==> src/design/lmsa_pkg.sv <==
// Constants for the leg-two monitor and sense amplifier configuration bank
package lmsa_pkg;
	localparam logic [6:0]  ADDR_LEG_B_MON   = 7'h07;
	localparam logic [6:0]  ADDR_SENSE_AMP   = 7'h08;
	localparam logic [15:0] LEG_B_MON_MASK   = 16'h0EEC;
	localparam logic [15:0] SENSE_AMP_MASK   = 16'h6A00;
	localparam logic [15:0] CFG_RESET        = 16'h0000;
	localparam int          THR_LSB          = 9;
	localparam int          BLANK_LSB        = 5;
	localparam int          FILT_LSB         = 2;
	localparam int          GAIN_LSB         = 13;
	localparam int          SHDN_BIT         = 11;
	localparam int          OFFS_BIT         = 9;
	localparam int          FILT_STEP_NS     = 1500;
	localparam int          BLANK_STEP_NS    = 1000;
	localparam int          CLK_PERIOD_NS    = 50;
	localparam logic [7:0]  FILT_STEP_CYC    = 8'(FILT_STEP_NS / CLK_PERIOD_NS);
	localparam logic [7:0]  BLANK_STEP_CYC   = 8'(BLANK_STEP_NS / CLK_PERIOD_NS);
	// Threshold in millivolts per code
	localparam logic [10:0] THR_MV [8]       = '{11'd75, 11'd150, 11'd250, 11'd400,
	                                              11'd600, 11'd800, 11'd1000, 11'd1200};
	// Gain value per code
	localparam logic [6:0]  GAIN_VAL [4]     = '{7'd10, 7'd20, 7'd50, 7'd100};
endpackage

==> src/design/lmsa_decode.sv <==
// Decoder of the leg-two monitor word into analog trim settings
`timescale 1ns/1ps
module lmsa_decode
	import lmsa_pkg::*;
(
	input  wire logic [15:0] mon_word,
	input  wire logic        independent_input_select,
	output logic      [10:0] threshold_mv,
	output logic      [9:0]  blanking_cycles,
	output logic      [9:0]  filter_cycles
);
	import lmsa_pkg::*;
	wire logic [2:0] thr_code   = independent_input_select ? mon_word[THR_LSB +: 3] : 3'h0;
	wire logic [2:0] blank_code = independent_input_select ? mon_word[BLANK_LSB +: 3] : 3'h0;
	wire logic [1:0] filt_code  = independent_input_select ? mon_word[FILT_LSB +: 2] : 2'h0;
	// Code plus one, times the step length in clock cycles
	function automatic logic [9:0] step_cycles(input logic [2:0] code, input logic [7:0] step_len);
		step_cycles = 10'({2'h0, code} + 5'h01) * 10'(step_len);
	endfunction

	// Table lookup and step scaling
	assign threshold_mv    = THR_MV[thr_code];
	assign blanking_cycles = step_cycles(blank_code, BLANK_STEP_CYC);
	assign filter_cycles   = step_cycles({1'b0, filt_code}, FILT_STEP_CYC);
endmodule // lmsa_decode

==> src/design/lmsa_bank.sv <==
// Configuration bank for leg-two drain-source monitor and amplifier one
`timescale 1ns/1ps
module lmsa_bank
	import lmsa_pkg::*;
(
	input  wire logic        mclk,
	input  wire logic        reset,
	input  wire logic        wr_en,
	input  wire logic [6:0]  wr_addr,
	input  wire logic [15:0] wr_data,
	input  wire logic [6:0]  rd_addr,
	input  wire logic        independent_input_select,
	output logic      [15:0] rd_data,
	output logic      [15:0] leg_b_monitor_config,
	output logic      [15:0] sense_amp_config,
	output logic      [10:0] drain_source_threshold_leg_b,
	output logic      [9:0]  drain_source_blanking_leg_b,
	output logic      [9:0]  drain_source_filter_leg_b,
	output logic      [6:0]  amp_one_gain,
	output logic             amp_one_enable,
	output logic             amp_one_offset_high
);
	import lmsa_pkg::*;

	////////////////////////////////////////////////////////////////////////
	logic [15:0] mon_q;
	logic [15:0] mon_d;
	logic [15:0] amp_q;
	logic [15:0] amp_d;
	logic [15:0] rd_q;
	logic [15:0] rd_d;
	logic [10:0] thr_q;
	logic [9:0]  blank_q;
	logic [9:0]  filt_q;
	logic [6:0]  gain_q;
	logic        en_q;
	logic        offs_q;
	logic [10:0] thr_w;
	logic [9:0]  blank_w;
	logic [9:0]  filt_w;
	logic [6:0]  gain_w;
	logic        en_w;
	logic        offs_w;

	// Merge one written word into its stored copy, reserved bits dropped
	function automatic logic [15:0] merge_write
	(
		input logic        hit,
		input logic [15:0] old_word,
		input logic [15:0] new_word,
		input logic [15:0] mask
	);
		merge_write = hit ? (new_word & mask) : old_word;
	endfunction

	// Address match, shared by the write and read decoders
	function automatic logic addr_match(input logic [6:0] addr, input logic [6:0] target);
		addr_match = (addr == target);
	endfunction

	// Write strobes and read selects per word
	wire logic wr_mon = wr_en && addr_match(wr_addr, ADDR_LEG_B_MON);
	wire logic wr_amp = wr_en && addr_match(wr_addr, ADDR_SENSE_AMP);
	wire logic rd_mon = addr_match(rd_addr, ADDR_LEG_B_MON);
	wire logic rd_amp = addr_match(rd_addr, ADDR_SENSE_AMP);

	// Masked write of writable fields only
	assign mon_d = merge_write(wr_mon, mon_q, wr_data, LEG_B_MON_MASK);
	assign amp_d = merge_write(wr_amp, amp_q, wr_data, SENSE_AMP_MASK);

	// Read mux, unmapped address reads zero; a same-cycle write reads back at once
	assign rd_d = rd_mon ? mon_d :
	              rd_amp ? amp_d : 16'h0000;

	// Amplifier one field decode from the next stored word
	assign gain_w = GAIN_VAL[amp_d[GAIN_LSB +: 2]];
	assign en_w   = ~amp_d[SHDN_BIT];
	assign offs_w = amp_d[OFFS_BIT];

	// Monitor decode
	lmsa_decode u_dec
	(
		.mon_word                 (mon_d),
		.independent_input_select (independent_input_select),
		.threshold_mv             (thr_w),
		.blanking_cycles          (blank_w),
		.filter_cycles            (filt_w)
	);

	// Stored words
	always_ff @(posedge mclk or posedge reset)
	begin
		if (reset)
		begin
			mon_q <= CFG_RESET;
			amp_q <= CFG_RESET;
		end
		else
		begin
			mon_q <= mon_d;
			amp_q <= amp_d;
		end
	end

	// Registered read data
	always_ff @(posedge mclk or posedge reset)
	begin
		if (reset)
			rd_q <= CFG_RESET;
		else
			rd_q <= rd_d;
	end

	// Leg-two monitor settings, code-0 values out of independent mode
	always_ff @(posedge mclk or posedge reset)
	begin
		if (reset)
		begin
			thr_q   <= THR_MV[0];
			blank_q <= 10'(BLANK_STEP_CYC);
			filt_q  <= 10'(FILT_STEP_CYC);
		end
		else
		begin
			thr_q   <= thr_w;
			blank_q <= blank_w;
			filt_q  <= filt_w;
		end
	end

	// Amplifier one settings, enabled at lowest gain out of reset
	always_ff @(posedge mclk or posedge reset)
	begin
		if (reset)
		begin
			gain_q <= GAIN_VAL[0];
			en_q   <= 1'b1;
			offs_q <= 1'b0;
		end
		else
		begin
			gain_q <= gain_w;
			en_q   <= en_w;
			offs_q <= offs_w;
		end
	end

	// Outputs from flops
	assign leg_b_monitor_config         = mon_q;
	assign sense_amp_config             = amp_q;
	assign rd_data                      = rd_q;
	assign drain_source_threshold_leg_b = thr_q;
	assign drain_source_blanking_leg_b  = blank_q;
	assign drain_source_filter_leg_b    = filt_q;
	assign amp_one_gain                 = gain_q;
	assign amp_one_enable               = en_q;
	assign amp_one_offset_high          = offs_q;

	// Gain code of the incoming word, for the one-cycle-late check
	wire logic [1:0] wr_gain_code = wr_data[GAIN_LSB +: 2];
endmodule // lmsa_bank

==> config.mk <==
export PLATFORM = sky130hd
export DESIGN_NAME = lmsa_bank
export DESIGN_NICKNAME = d
export VERILOG_FILES = /design/src/design/lmsa_pkg.sv /design/src/design/lmsa_decode.sv /design/src/design/lmsa_bank.sv
export SDC_FILE = /design/constraint.sdc
export NUM_CORES = 1
export LEC_CHECK = 0
export ABC_CLOCK_PERIOD_IN_PS = 8000
export BUFFER_PORTS_ARGS = -buffer_cell sky130_fd_sc_hd__buf_2
export CORE_MARGIN = 5
export CORE_UTILIZATION = 52
export CTS_CLUSTER_SIZE = 14
export DETAILED_ROUTE_END_ITERATION = 8
export GPL_ROUTABILITY_DRIVEN = 0
export GPL_TIMING_DRIVEN = 0
export PLACE_DENSITY = 0.84
export SYNTH_ARGS = -nofsm -noshare
export SYNTH_HDL_FRONTEND = slang
export SYNTH_SLANG_ARGS = --single-unit
export TNS_END_PERCENT = 20
==> constraint.sdc <==
create_clock -name mclk -period 8 [get_ports mclk]
set_clock_uncertainty 0.1 [all_clocks]
set_input_delay 1.6 -clock mclk [delete_from_list [all_inputs] [get_ports mclk]]
set_output_delay 1.6 -clock mclk [all_outputs]
set_load 0.01 [all_outputs]
==> impl_results.md <==
* RSZ-0062 raised after global routing: false
* Slew Limit Fails at 0
* Main area contributors after synthesis: dfrtp_1 50%, dfstp_2 9.7%, ha_1 6.2%
* Hold Buf Count CTS at 0
* # rows at 28
* Top-area cell type share of the netlist area at 50.3%
* Antenna cells at 0
* Worst Path Required at 8120 ps
* Root buf cell: clkbuf_8
* DR pass1 iterations at 4
* Fin crit period at 4180 ps
* Setup bufs post-CTS at 0
* R2R Setup Slk at 5640 ps
* Vias in the first global route at 2365
* Drt wl/cell at 15.5 µm
* Layout cell share with drive strength beyond 1 at 42.7%
* Max-cap viol count at 0
* Starting Density at 54.0%
* # DRC at 0
* Worst Setup EP: drain_source_blanking_leg_b[8]$_DFF_PP0_
* CTS Buf Count at 9
* Synth warnings at 0
* Synth unique cells at 34
* Final std cells w/o fill at 452
* Final ANT Viol Nets at 0
* Reg2reg path depth at 7
* Area delta synth->final at 26.3%
* Drt via density at 5.01
* First-pass GRT wire length at 11500 µm
* Final hold vios at 0
* Status: complete, no violations
* Final wirelength at 7010 µm
* Cells after Synth at 247
* Synth Cell Area at 0.00324 mm²
* CTS tree: yes
* Slew headroom at 39.9%
* Port Buf Inserts at 108
* Clock buffer depth at 2
* Die Ht at 88.9 µm
* I/O pin count at 122
* Max Freq at 239 MHz
* Cells after DPL at 436
* Critical path type: input port to flip-flop
* Synthesized flop and latch total at 77
* Worst path arrival time at 4300 ps
* Post-Syn Area per Cell at 13.1 µm²
* H-tree Lvls at 3
* Pin count of the biggest net entering global routing at 78
* Max IR drop VDD at 0.0995 mV
* R2R Path End: drain_source_blanking_leg_b[8]$_DFF_PP0_
* Detailed placement HPWL at 5210 µm
* Synth area leader: dfrtp_1
* Reg clk slew, reported paths at 80 ps
* Clock tree sinks at 77
* Power Dens Cells at 191 mW/mm²
* Worst setup startpoint: wr_addr[5]
* Nets at 423
* Iteration-0 DRC Markers at 48
* Worst-skew pair later-pin latency at 340 ps
* Die Span X at 88.9 µm
* Total number of vias at 2264
* Worst-Margin Slew at 902 ps
* CP endpoint kind: flip-flop
* Tcrit/Tclk final at 52.2%
* Die ar. at 0.00790 mm²
* All-Layer GR Usage at 19.3%
* Resize count post-CTS at 0
* Worst hold path type: flip-flop to flip-flop
* LEAKAGE at 2.34 nW
* Initial antenna violation count at 0
* Startpoint Class: input port
* Core area at 0.00599 mm²
* # setup viols final at 0
* R2R Path Start: leg_b_monitor_config[6]$_DFF_PP0_
* Gr ovfl total at 0
* Crit Path Max Fanout at 10
* Part of the Yosys area used for sequential elements at 60.0%
* Setup TNS at 0 ps
## sequential cells by signal, indices dropped and copies added, names as in the netlist
register,cells
amp_one_enable,1
amp_one_gain,4
drain_source_blanking_leg_b,7
drain_source_filter_leg_b,7
drain_source_threshold_leg_b,10
leg_b_monitor_config,16
rd_data,16
sense_amp_config,16
## cell usage after synthesis
library cell / instances
mux2i_1: 13
buf_6: 1
mux2_2: 8
and3_1: 1
conb_1: 1
fa_1: 1
buf_4: 12
a21o_1: 1
o22ai_1: 1
nor4b_1: 2
and4_1: 1
o21ai_0: 3
o2bb2ai_1: 3
nand3_1: 1
nor2b_1: 5
inv_1: 16
dfstp_2: 12
nand4_1: 5
nor4b_4: 1
a32oi_1: 1
nand2_1: 16
nor2_1: 3
ha_1: 16
nor3_1: 1
or3_1: 2
mux2i_4: 1
xnor2_1: 2
mux2_1: 1
clkbuf_1: 5
xor2_1: 5
and2_1: 27
buf_2: 2
dfrtp_1: 65
a32o_1: 12
## where the power goes
part | total [mW] | internal, mW | switching [mW]
clock network | 0.284 | 0.144 | 0.139
registers | 0.415 | 0.408 | 0.00702
logic | 0.0816 | 0.0339 | 0.0477
## cells by family (layout without fill, tap and decap cells)
logic type | count (synthesis) | count (layout) | synth area share, %
DFF | 77 | 77 | 60.0
and+or+nand+nor | 65 | 65 | 11.8
buffers and inverters | 36 | 160 | 5.88
muxes | 23 | 23 | 7.85
AOI/OAI and AO/OA | 21 | 21 | 5.68
adders and majority gates | 17 | 17 | 6.80
xor gates and xnor gates | 7 | 7 | 1.89
other | 1 | 7 | 0.116
## metrics by stage
stage	hold slack (ps)	setup slack [ps]	total power, mW	util [%]	area (µm²)
finish	379	3820	0.780	68.3	4090
global route	410	3670	0.817	68.3	4090
CTS	382	3840	0.788	68.3	4090
detailed placement	371	3480	0.506	65.0	3900
global placement	356	3540	0.503	65.0	3890
floorplan	400	3820	0.469	-	3260
## per-layer routing
layer / part of all wire, % / track usage, % / vias up / wire length, µm
li1: - / - / 1070 / -
met4: 2.1 / 8.38 / 0 / 144
met5: 0 / 0 / - / 0
met2: 47 / 30.0 / 86 / 3310
met1: 41 / 25.0 / 1093 / 2880
met3: 9.7 / 6.27 / 15 / 677
## worst max-delay path, cell delays in order
cell and delay (ps):
buf_2 120, nor4b_4 300, and4_1 220, buf_4 150
buf_6 150, mux2_1 380, and2_1 180, ha_1 330
ha_1 310, ha_1 220, a21o_1 180, and2_1 150
## layout by cell type (no fill, tap or decap), drive strengths merged, types with 2 or more instances in the layout
cell     synthesis  final
dfrtp           65     65
mux2             9      9
o21ai            3      3
nand2           16     16
or3              2      2
clkinv           0      4
dfstp           12     12
mux2i           14     14
xnor2            2      2
conb             1      7
nor4b            3      3
clkbuf           5     15
nor2             3      3
inv             16     16
and2            27     27
nand4            5      5
xor2             5      5
ha              16     16
nor2b            5      5
a32o            12     12
buf             15    123
o2bb2ai          3      3
## worst min-delay path by stage
stage | from | cells after the start | endpoint
final | sense_amp_config[11]$_DFF_PP0_ | 1 | amp_one_enable$_DFF_PP1_
after global routing | sense_amp_config[11]$_DFF_PP0_ | 1 | amp_one_enable$_DFF_PP1_
after CTS | sense_amp_config[11]$_DFF_PP0_ | 1 | amp_one_enable$_DFF_PP1_
after detailed placement | sense_amp_config[10]$_DFF_PP0_ | 2 | sense_amp_config[10]$_DFF_PP0_
after global placement | sense_amp_config[11]$_DFF_PP0_ | 1 | amp_one_enable$_DFF_PP1_
after floorplan | sense_amp_config[11]$_DFF_PP0_ | 1 | amp_one_enable$_DFF_PP1_
## area by class of cell
type | count | area [µm²]
sequential | 77 | 1940
clock inverter | 6 | 65.1
inverter | 16 | 62.6
multi-input combinational | 140 | 1130
timing repair buffer | 108 | 541
clock buffer | 10 | 128
buffer | 20 | 130
tap | 75 | 93.8
fill | 452 | 1900
Note: power is estimated with default switching activity, not from simulation.
